<file path="src/verilog/gpf_pkg.sv">
// Package of constants and carrier types for the multi-purpose pin function select.
package gpf_pkg;

  // ----------------------------------------------------------------
  // Register map
  // ----------------------------------------------------------------
  localparam logic [7:0] OFFSET_FUNCTION_SELECT_A = 8'hbc;
  localparam logic [7:0] OFFSET_PIN_DATA = 8'hc0;
  localparam logic [15:0] FUNCTION_SELECT_RESET = 16'h0000;
  localparam logic [15:0] FUNCTION_SELECT_WRITE_MASK = 16'h7e00;
  localparam logic [15:0] PIN_DATA_RESET = 16'h0000;
  localparam logic [15:0] PIN_DATA_WRITE_MASK = 16'h0018;

  // ----------------------------------------------------------------
  // Field positions
  // ----------------------------------------------------------------
  localparam int RESERVED_BIT = 15;
  localparam int PIN4_SELECT_LSB = 12;
  localparam int PIN3_SELECT_LSB = 9;
  localparam int SELECT_WIDTH = 3;
  localparam int PIN4_DATA_BIT = 4;
  localparam int PIN3_DATA_BIT = 3;

  // ----------------------------------------------------------------
  // Select codes, common to both pins
  // ----------------------------------------------------------------
  localparam logic [2:0] CODE_INPUT = 3'h0;
  localparam logic [2:0] CODE_OUTPUT = 3'h1;
  localparam logic [2:0] CODE_ALT_2 = 3'h2;
  localparam logic [2:0] CODE_ALT_3 = 3'h3;
  localparam logic [2:0] CODE_ALT_4 = 3'h4;
  localparam logic [2:0] CODE_ALT_5 = 3'h5;
  localparam logic [2:0] CODE_ALT_6 = 3'h6;
  localparam logic [2:0] CODE_ALT_7 = 3'h7;

  // ----------------------------------------------------------------
  // Timing
  // ----------------------------------------------------------------
  localparam logic [1:0] STRAP_SETTLE_CYCLES = 2'h2;

  // ----------------------------------------------------------------
  // Carrier types
  // ----------------------------------------------------------------
  typedef struct packed {
    logic [2:0] code;
    logic data_out;
    logic force_input;
  } gpf_pin_control_type;

  typedef struct packed {
    logic req;
    logic write;
    logic [7:0] addr;
    logic [1:0] byte_en;
    logic [15:0] wdata;
  } gpf_cfg_request_type;

endpackage

</file>
<file path="src/verilog/gpf_pin_cell.sv">
// One multi-purpose pin: input synchroniser, pad drive and alternate-function decode.
`timescale 1ns/10ps
module gpf_pin_cell (
  // Clock and reset
  input wire logic clk_sys,
  input wire logic reset,
  // Control
  input wire gpf_pkg::gpf_pin_control_type control,
  // Pad
  input wire logic pin_in,
  output logic pin_out,
  output logic pin_oe_n,
  // Sampled level and decoded alternate functions
  output logic pin_level,
  output logic [7:0] alt_active
);

  logic sync_first;

  // ----------------------------------------------------------------
  // Synchroniser
  // ----------------------------------------------------------------
  always_ff @(posedge clk_sys or posedge reset) begin
    if (reset) begin
      sync_first <= 1'b1;
      pin_level <= 1'b1;
    end else begin
      sync_first <= pin_in;
      pin_level <= sync_first;
    end
  end

  // ----------------------------------------------------------------
  // Pad drive
  // ----------------------------------------------------------------
  // The pad is released in every mode but output, and always while the strap owns it.
  always_ff @(posedge clk_sys or posedge reset) begin
    if (reset) begin
      pin_oe_n <= 1'b1;
      pin_out <= 1'b0;
    end else begin
      pin_oe_n <= control.force_input || (control.code != gpf_pkg::CODE_OUTPUT);
      pin_out <= control.data_out;
    end
  end

  // ----------------------------------------------------------------
  // Alternate decode
  // ----------------------------------------------------------------
  // Hot-plug signals on the pad are active low, so a low level asserts the function.
  always_comb begin
    alt_active = 8'h00;
    if (!control.force_input) begin
      alt_active[control.code] = !pin_level;
    end
  end

endmodule

</file>
<file path="src/verilog/gpf_function_select.sv">
// Top of the multi-purpose pin function select for pins 4 and 3.
`timescale 1ns/10ps
module gpf_function_select (
  // Clock and fundamental reset
  input wire logic clk_sys,
  input wire logic reset,
  // Configuration access
  input wire gpf_pkg::gpf_cfg_request_type cfg_request,
  output logic cfg_ack,
  output logic [15:0] cfg_rdata,
  // Serial EEPROM load of the select register
  input wire logic eeprom_load_valid,
  input wire logic [15:0] eeprom_load_data,
  // Strap
  input wire logic port3_hotplug_strap,
  // Pin 4 pad
  input wire logic pin4_in,
  output logic pin4_out,
  output logic pin4_oe_n,
  // Pin 3 pad
  input wire logic pin3_in,
  output logic pin3_out,
  output logic pin3_oe_n,
  // Routed hot-plug inputs, active high
  output logic attention_button_port1,
  output logic attention_button_port3,
  output logic power_fault_port1,
  output logic power_fault_port2,
  output logic power_fault_port3,
  output logic interlock_engaged_port1,
  output logic interlock_engaged_port3,
  output logic clock_request_port1,
  output logic latch_sensor_port1,
  output logic latch_sensor_port2,
  output logic latch_sensor_port3,
  output logic card_present_port3,
  output logic port3_strap_active
);

  logic [15:0] pin_function_select_a;
  logic [15:0] pin_data;
  logic [15:0] next_select;
  logic [15:0] next_data;
  logic [15:0] lane_mask;
  logic strap_sync_first;
  logic strap_sync;
  logic [1:0] strap_settle;
  logic strap_taken;
  logic sel_hit;
  logic data_hit;
  logic pin4_level;
  logic pin3_level;
  logic [7:0] pin4_alt;
  logic [7:0] pin3_alt;
  gpf_pkg::gpf_pin_control_type pin4_control;
  gpf_pkg::gpf_pin_control_type pin3_control;

  // ----------------------------------------------------------------
  // Address decode and byte lanes
  // ----------------------------------------------------------------
  assign sel_hit = cfg_request.req && cfg_request.write
                   && (cfg_request.addr == gpf_pkg::OFFSET_FUNCTION_SELECT_A);
  assign data_hit = cfg_request.req && cfg_request.write
                    && (cfg_request.addr == gpf_pkg::OFFSET_PIN_DATA);
  assign lane_mask = {{8{cfg_request.byte_en[1]}}, {8{cfg_request.byte_en[0]}}};

  // ----------------------------------------------------------------
  // Select register
  // ----------------------------------------------------------------
  // A software write in the same cycle as an EEPROM load wins on the byte lanes it enables, since software acts last.
  always_comb begin
    next_select = pin_function_select_a;
    if (eeprom_load_valid) begin
      next_select = eeprom_load_data & gpf_pkg::FUNCTION_SELECT_WRITE_MASK;
    end
    if (sel_hit) begin
      next_select = (next_select & ~(lane_mask & gpf_pkg::FUNCTION_SELECT_WRITE_MASK))
                    | (cfg_request.wdata & lane_mask
                       & gpf_pkg::FUNCTION_SELECT_WRITE_MASK);
    end
  end

  always_ff @(posedge clk_sys or posedge reset) begin
    if (reset) begin
      pin_function_select_a <= gpf_pkg::FUNCTION_SELECT_RESET;
    end else begin
      pin_function_select_a <= next_select;
    end
  end

  // ----------------------------------------------------------------
  // Pin data register
  // ----------------------------------------------------------------
  always_comb begin
    next_data = pin_data;
    if (data_hit) begin
      next_data = (pin_data & ~(lane_mask & gpf_pkg::PIN_DATA_WRITE_MASK))
                  | (cfg_request.wdata & lane_mask & gpf_pkg::PIN_DATA_WRITE_MASK);
    end
  end

  always_ff @(posedge clk_sys or posedge reset) begin
    if (reset) begin
      pin_data <= gpf_pkg::PIN_DATA_RESET;
    end else begin
      pin_data <= next_data;
    end
  end

  // ----------------------------------------------------------------
  // Strap capture
  // ----------------------------------------------------------------
  // The strap is sampled once, after the synchroniser has settled past the release.
  always_ff @(posedge clk_sys or posedge reset) begin
    if (reset) begin
      strap_sync_first <= 1'b0;
      strap_sync <= 1'b0;
    end else begin
      strap_sync_first <= port3_hotplug_strap;
      strap_sync <= strap_sync_first;
    end
  end

  always_ff @(posedge clk_sys or posedge reset) begin
    if (reset) begin
      strap_settle <= 2'h0;
      strap_taken <= 1'b0;
      port3_strap_active <= 1'b0;
    end else if (!strap_taken) begin
      if (strap_settle == gpf_pkg::STRAP_SETTLE_CYCLES) begin
        strap_taken <= 1'b1;
        port3_strap_active <= strap_sync;
      end else begin
        strap_settle <= strap_settle + 2'h1;
      end
    end
  end

  // ----------------------------------------------------------------
  // Pin cells
  // ----------------------------------------------------------------
  // Pin 4 stays released until the strap is known, so a strapped board never sees a glitch.
  always_comb begin
    pin4_control.code = pin_function_select_a[gpf_pkg::PIN4_SELECT_LSB +: 3];
    pin4_control.data_out = pin_data[gpf_pkg::PIN4_DATA_BIT];
    pin4_control.force_input = port3_strap_active || !strap_taken;
    pin3_control.code = pin_function_select_a[gpf_pkg::PIN3_SELECT_LSB +: 3];
    pin3_control.data_out = pin_data[gpf_pkg::PIN3_DATA_BIT];
    pin3_control.force_input = 1'b0;
  end

  gpf_pin_cell u_pin4 (
    .clk_sys(clk_sys),
    .reset(reset),
    .control(pin4_control),
    .pin_in(pin4_in),
    .pin_out(pin4_out),
    .pin_oe_n(pin4_oe_n),
    .pin_level(pin4_level),
    .alt_active(pin4_alt)
  );

  gpf_pin_cell u_pin3 (
    .clk_sys(clk_sys),
    .reset(reset),
    .control(pin3_control),
    .pin_in(pin3_in),
    .pin_out(pin3_out),
    .pin_oe_n(pin3_oe_n),
    .pin_level(pin3_level),
    .alt_active(pin3_alt)
  );

  // ----------------------------------------------------------------
  // Function routing
  // ----------------------------------------------------------------
  // Both pins may feed port 3 power fault; either one asserts it.
  always_ff @(posedge clk_sys or posedge reset) begin
    if (reset) begin
      attention_button_port1 <= 1'b0;
      attention_button_port3 <= 1'b0;
      power_fault_port1 <= 1'b0;
      interlock_engaged_port1 <= 1'b0;
      interlock_engaged_port3 <= 1'b0;
      card_present_port3 <= 1'b0;
    end else begin
      attention_button_port1 <= pin4_alt[gpf_pkg::CODE_ALT_2];
      attention_button_port3 <= pin4_alt[gpf_pkg::CODE_ALT_3];
      power_fault_port1 <= pin4_alt[gpf_pkg::CODE_ALT_4];
      interlock_engaged_port1 <= pin4_alt[gpf_pkg::CODE_ALT_6];
      interlock_engaged_port3 <= pin4_alt[gpf_pkg::CODE_ALT_7];
      card_present_port3 <= port3_strap_active && !pin4_level;
    end
  end

  always_ff @(posedge clk_sys or posedge reset) begin
    if (reset) begin
      clock_request_port1 <= 1'b0;
      latch_sensor_port1 <= 1'b0;
      power_fault_port2 <= 1'b0;
      power_fault_port3 <= 1'b0;
      latch_sensor_port2 <= 1'b0;
      latch_sensor_port3 <= 1'b0;
    end else begin
      clock_request_port1 <= pin3_alt[gpf_pkg::CODE_ALT_2];
      latch_sensor_port1 <= pin3_alt[gpf_pkg::CODE_ALT_3];
      power_fault_port2 <= pin3_alt[gpf_pkg::CODE_ALT_4];
      power_fault_port3 <= pin3_alt[gpf_pkg::CODE_ALT_5]
                           || pin4_alt[gpf_pkg::CODE_ALT_5];
      latch_sensor_port2 <= pin3_alt[gpf_pkg::CODE_ALT_6];
      latch_sensor_port3 <= pin3_alt[gpf_pkg::CODE_ALT_7];
    end
  end

  // ----------------------------------------------------------------
  // Read path
  // ----------------------------------------------------------------
  // The data register reads back driven bits while a pad is driven and pad levels while it is released, as for pin 4 in output mode under the strap.
  always_ff @(posedge clk_sys or posedge reset) begin
    if (reset) begin
      cfg_ack <= 1'b0;
      cfg_rdata <= 16'h0000;
    end else begin
      cfg_ack <= cfg_request.req;
      cfg_rdata <= 16'h0000;
      if (cfg_request.req && !cfg_request.write) begin
        unique case (cfg_request.addr)
          gpf_pkg::OFFSET_FUNCTION_SELECT_A: begin
            cfg_rdata <= pin_function_select_a & gpf_pkg::FUNCTION_SELECT_WRITE_MASK;
          end
          gpf_pkg::OFFSET_PIN_DATA: begin
            cfg_rdata[gpf_pkg::PIN4_DATA_BIT] <= pin4_oe_n ? pin4_level : pin4_out;
            cfg_rdata[gpf_pkg::PIN3_DATA_BIT] <= pin3_oe_n ? pin3_level : pin3_out;
          end
          default: begin
            cfg_rdata <= 16'h0000;
          end
        endcase
      end
    end
  end

endmodule

</file>
<file path="config.mk">
export PLATFORM = sky130hd
export DESIGN_NAME = gpf_function_select
export DESIGN_NICKNAME = d
export VERILOG_FILES = /design/src/verilog/gpf_pkg.sv /design/src/verilog/gpf_pin_cell.sv /design/src/verilog/gpf_function_select.sv
export SDC_FILE = /design/constraint.sdc
export NUM_CORES = 1
export LEC_CHECK = 0
export BUFFER_PORTS_ARGS = -buffer_cell sky130_fd_sc_hd__buf_2
export CAP_MARGIN = 30
export CELL_PAD_IN_SITES_DETAIL_PLACEMENT = 1
export CELL_PAD_IN_SITES_GLOBAL_PLACEMENT = 1
export CORE_MARGIN = 2
export CORE_UTILIZATION = 34
export CTS_BUF_LIST = sky130_fd_sc_hd__clkbuf_16
export CTS_CLUSTER_DIAMETER = 60
export DETAILED_ROUTE_END_ITERATION = 12
export PLACE_DENSITY = 0.75
export SYNTH_ARGS = -nofsm -noshare
export SYNTH_HDL_FRONTEND = slang
export SYNTH_SLANG_ARGS = --single-unit
</file>
<file path="constraint.sdc">
create_clock -name clk_sys -period 1.85 [get_ports clk_sys]
set_clock_uncertainty 0.2 [all_clocks]
set_input_delay 0.2775 -clock clk_sys [delete_from_list [all_inputs] [get_ports clk_sys]]
set_output_delay 0.2775 -clock clk_sys [all_outputs]
set_load 0.05 [all_outputs]
</file>
After elaboration in Yosys (flattened, before gate mapping)
Cells that the tools add are included.
{ "word_totals": {"elab_cells": 80, "ram_bits": 0, "input_bits": 50, "latch_bits": 0, "reg_bits": 75, "output_inout_bits": 34, "rom_bits": 0, "n_memories": 0} }
{ "classes": {"shifts": 0, "div_mod_pow": 0, "n_lt_le_gt_ge": 4, "bitwise": 11, "n_reduce_logical": 16, "multipliers": 0, "n_mux": 14, "addsub": 1, "n_eq_ne": 5} }
{ "ops": {"columns": ["operator", "count"], "rows": [
  ["$mux W16", 3],
  ["$and A16 B16 Y16", 2],
  ["$and A8 B8 Y8", 2],
  ["$eq A8 B8 Y1 const B", 2],
  ["$not A15 Y16", 1],
  ["$not A5 Y16", 1],
  ["$or A16 B15 Y16", 1],
  ["$or A16 B5 Y16", 1],
  ["$and A15 B15 Y15", 1],
  ["$mux W10", 1],
  ["$lt A3 B4 Y1 const B", 2],
  ["$mux W8", 1],
  ["$logic_and A1 B1 Y1", 7],
  ["$demux W1 S3", 2],
  ["$ge A3 B1 Y1 const B", 2],
  ["$mux W1", 6],
  ["$ne A3 B1 Y1 const B", 2],
  ["$logic_not A1 Y1", 4],
  ["$reduce_and A2 Y1", 2],
  ["$logic_or A1 B1 Y1", 3],
  ["$add A2 B1 Y2 const B", 1],
  ["$eq A2 B2 Y1 const B", 1],
  ["$mux W2", 1],
  ["$not A1 Y1", 2]
]} }

Longest topological paths before layout
{ "logic_depth": {"depth_word": 7, "depth_mapped": 6, "depth_no_buf": 5} }

Modules after synthesis
A second synthesis with hierarchy kept.
{ "unflattened": {"cells_unflattened": 131, "hier_area_um2": 1756.7} }
{ "by_module_without_submodules": {"columns": ["mod", "n_inst", "area_per_inst_um2", "cells_per_inst", "seq_area_each_um2"], "rows": [
  ["gpf_function_select", 1, 1378.8, 93, 875.8],
  ["gpf_pin_cell at u_pin3", 1, 191.4, 19, 103.8],
  ["gpf_pin_cell at u_pin4", 1, 186.4, 19, 103.8]
]} }

Worst setup path after synthesis
No wires, ideal clock.
{ "synth_path": {"kind": "input-to-reg", "startpoint": "in cfg_request[21] (netlist name)", "endpoint": "reg (tool-made name)", "path_stages": 3, "setup_ns": 0.125, "slack_ns": 0.068, "t_required_ns": 1.525, "n_path_buf": 0, "arrival_time_ns": 1.457, "path_cell_list": "or4b_1 > nor4_2 > mux2_2"} }
{ "synth_rtl": {"columns": ["element", "line", "text"], "rows": [
  ["start: declaration", "gpf_function_select.sv:8", "input wire gpf_pkg::gpf_cfg_request_type cfg_request,"]
]} }

==> reports/qor.yml <==
largest_register: "cfg_rdata"
numPortBuffers: 57
ys_seq_area_frac: 0.6377
fin_crit_sh: 0.9251
maximum_number_of_pins_on_one_net_before_global_route_repair: 26
synth_area_um2: 1699
synth_largest_type_area_fraction: 0.5449
start_util: 0.3550
met2_global_route_usage: 0.2596
post_drt_wl_per_cell_um: 14.69
via_count_of_the_first_global_routing_pass: 1232
clock_tree.htree_level_count: 2
holdCritPathClass: "input port to flop"
worstSkewPairLatency_ns: 0.28
post_drt_via_cell_ratio: 4.385
floorplan.die.height_um: 74.69
ys.flop_type: "sky130_fd_sc_hd__dfrtp_1"
die_area_um2: 5579
vias: 1127
average_cell_area_after_synthesis_um2: 14.04
hpwlAfterDp_mm: 2.942
max_cap_violations: 0
power_density_nw_per_um2: 928.9
unique_masters_post_synth: 31
ff2ff_path_depth: 4
regArea_um2: 1084
layout.cell_area.non_filler_um2: 2237
grt_pass1_wl_mm: 5.975
worst_r2r_startpoint: "strap_settle[0]$_DFFE_PP0P_"
critPathArrivalTime_ns: 1.67
drc: 0
crit_type: "input port to flop"
area_growth_syn_to_layout_pct: 31.66
largest_registers_in_the_final_layout: "cfg_rdata: 8 flops, pin_function_select_a: 6 flops, strap_settle: 2 flops"
vdd.ir_drop.worst_mv: 0.4188
largest_register_ffs: 8
fmaxAchievable_ghz: 0.5843
die_x_um: 74.69
route.final.wire_length_mm: 3.775
hold_violations: 0
fillers: 534
ios: 84
min_from: "cfg_request[10]"
static-leakage-power_nw: 1.147
synthMostInstantiatedCell: "sky130_fd_sc_hd__dfrtp_1"
grt_antenna_before_repair: 0
clk_root_buffer_cell: "sky130_fd_sc_hd__clkbuf_16"
numCtsBuffers: 5
total_area_of_multi_input_combinational_cells_um2: 555.5
rr_endpoint: "port3_strap_active$_DFFE_PP0P_"
tritoncts: "done"
hold_critical_path_depth: 2
ys_seq_elements: 43
critical_path_peak_fanout: 2
worstMarginPinSlew_ns: 0.7101
clkSinkCount: 43
placeableCoreArea_um2: 4786
post_synth_most_frequent_cells: "37 x sky130_fd_sc_hd__dfrtp_1, 9 x sky130_fd_sc_hd__mux2_2, 8 x sky130_fd_sc_hd__buf_4"
clock_period_minus_worst_slack_ns: 1.711
congestion_overflow_gr: 0
buffer_depth_of_the_longest_clock_path: 2
layout_cells_sized_above_1: 0.4789
post_cts_buffers: 0
finalPower_mw: 2.078
detail_route.first_pass.iterations: 4
number_of_pins_exceeding_their_max_slew_limit_in_the_final_report: 0
setup_repair_after_global_routing_missed_its_margin: "false"
global_route.peak_usage_layer: "met2"
rows: 25
grt.met1_usage: 0.1684
dominant_cells_by_area_after_synthesis: "sky130_fd_sc_hd__dfrtp_1 54%, sky130_fd_sc_hd__dfstp_2 9.3%, sky130_fd_sc_hd__mux2_2 6.0%, sky130_fd_sc_hd__mux2_4 5.3%, sky130_fd_sc_hd__buf_4 3.5%"
global_route.usage.total: 0.1482
max-slew-margin-rel: 0.5237
finalSetupViolCount: 0
clkSlewWorstSetupHoldPaths_ns: 0.06
drt_iter0_drc: 27
cell_count_after_synthesis: 121
place_congestion: 0.8353
endpoint_kind_of_the_worst_setup_timing_path: "flop"
critPathRequiredTime_ns: 1.81
async_flop_share: 1.000
status: "finished clean"
diodes: 0
design.final.nets: 240
synth_enable_flop_cells: 0
post_dp_cell_area_um2: 2051
hold_crit_endpoint: "pin_function_select_a[10]$_DFF_PP0_"
grt_use_met3: 0.04953
reg2reg_setup_slack_ns: 0.44
yosysTopAreaCell: "sky130_fd_sc_hd__dfrtp_1"
drtAntennaViolNets: 0
yosys_warnings: 0
setup.worst_path.start_class: "input port"
## worst max-delay path by stage
stage	start	to	slack (ns)	cells after the start
after floorplan	cfg_request[21]	flop	0.07	3
after global placement	cfg_request[21]	flop	-0.10	4
after detailed placement	cfg_request[21]	flop	-0.17	4
after CTS	cfg_request[21]	flop	0.13	4
after global routing	cfg_request[21]	flop	0.1	4
final	cfg_request[21]	flop	0.14	4
## placed cells by master (no fill, tap or decap), types with 3 or more instances in the layout
| cell type | netlist | layout |
|---|---|---|
| sky130_fd_sc_hd__buf_2 | 0 | 57 |
| sky130_fd_sc_hd__dfrtp_1 | 37 | 37 |
| sky130_fd_sc_hd__mux2_2 | 9 | 9 |
| sky130_fd_sc_hd__conb_1 | 1 | 8 |
| sky130_fd_sc_hd__nor2_1 | 6 | 6 |
| sky130_fd_sc_hd__nand2_1 | 6 | 6 |
| sky130_fd_sc_hd__and2_1 | 6 | 6 |
| sky130_fd_sc_hd__mux2_4 | 6 | 6 |
| sky130_fd_sc_hd__dfstp_2 | 6 | 6 |
| sky130_fd_sc_hd__nor2b_1 | 5 | 5 |
| sky130_fd_sc_hd__clkbuf_16 | 0 | 5 |
| sky130_fd_sc_hd__dlygate4sd3_1 | 0 | 5 |
| sky130_fd_sc_hd__nand2b_1 | 4 | 4 |
| sky130_fd_sc_hd__nor3_1 | 3 | 3 |
| sky130_fd_sc_hd__clkinv_1 | 0 | 3 |
## report_power, final
| group | total [mW] | internal, mW | switching, mW | leakage [nW] |
|---|---|---|---|---|
| clock | 0.806 | 0.485 | 0.321 | 0.0701 |
| combinational | 0.258 | 0.0948 | 0.163 | 0.534 |
| sequential | 1.01 | 0.983 | 0.0318 | 0.543 |
| total | 2.08 | 1.56 | 0.516 | 1.15 |
## layer usage
metal | vias to the layer above | wire [µm]
met1 | 554 | 1393
met5 | - | 0
met4 | 0 | 40
li1 | 529 | -
met2 | 37 | 2130
met3 | 7 | 210
## cell families (layout without fill, tap and decap cells)
| logic type | Yosys count | in the layout | share of synthesized area |
|---|---|---|---|
| flip-flops | 43 | 43 | 0.6377 |
| buffers and inverters | 13 | 75 | 0.05081 |
| multiplexers | 17 | 17 | 0.1245 |
| AND/OR/NAND/NOR | 43 | 43 | 0.1642 |
| AO/OA/AOI/OAI | 2 | 2 | 0.008098 |
| adder cells (fa/ha/maj) | 1 | 1 | 0.007363 |
| XOR/XNOR | 1 | 1 | 0.005156 |
| other | 1 | 8 | 0.002207 |
## critical path, stage by stage
cell and delay [ns]:
sky130_fd_sc_hd__buf_2 0.11, sky130_fd_sc_hd__or4b_1 0.56, sky130_fd_sc_hd__nor4_2 0.34, sky130_fd_sc_hd__mux2_2 0.38
## through the flow
stage | hold slack, ns | setup slack [ns] | utilization | TNS [ns] | std cells
6_report | 0.02834 | 0.1386 | 0.4675 | 0 | 257
5_1_grt | 0.02462 | 0.09882 | 0.4675 | 0 | 257
4_1_cts | 0.01893 | 0.1252 | 0.4675 | 0 | 257
3_5_place_dp | 0.1392 | -0.1661 | 0.4285 | -0.3510 | 244
3_3_place_gp | 0.1144 | -0.1041 | 0.4285 | -0.2071 | 244
2_1_floorplan | 0.08198 | 0.06774 | - | 0 | 128
## final cells by class
class	instances	share of cell area
clock buffers	5	0.05593
repair buffers	65	0.1655
multi-input cells	72	0.2483
inverters	2	0.003356
clock inverters	3	0.005034
well taps	67	0.03747
flip-flops and latches	43	0.4843
## what timing repair did
| item | in CTS | in global routing |
|---|---|---|
| hold buffers | 5 | 0 |
| endpoints found under the hold margin | 21 | 0 |
| gates resized for setup | 0 | 0 |
(Power assumes the default switching activity.)
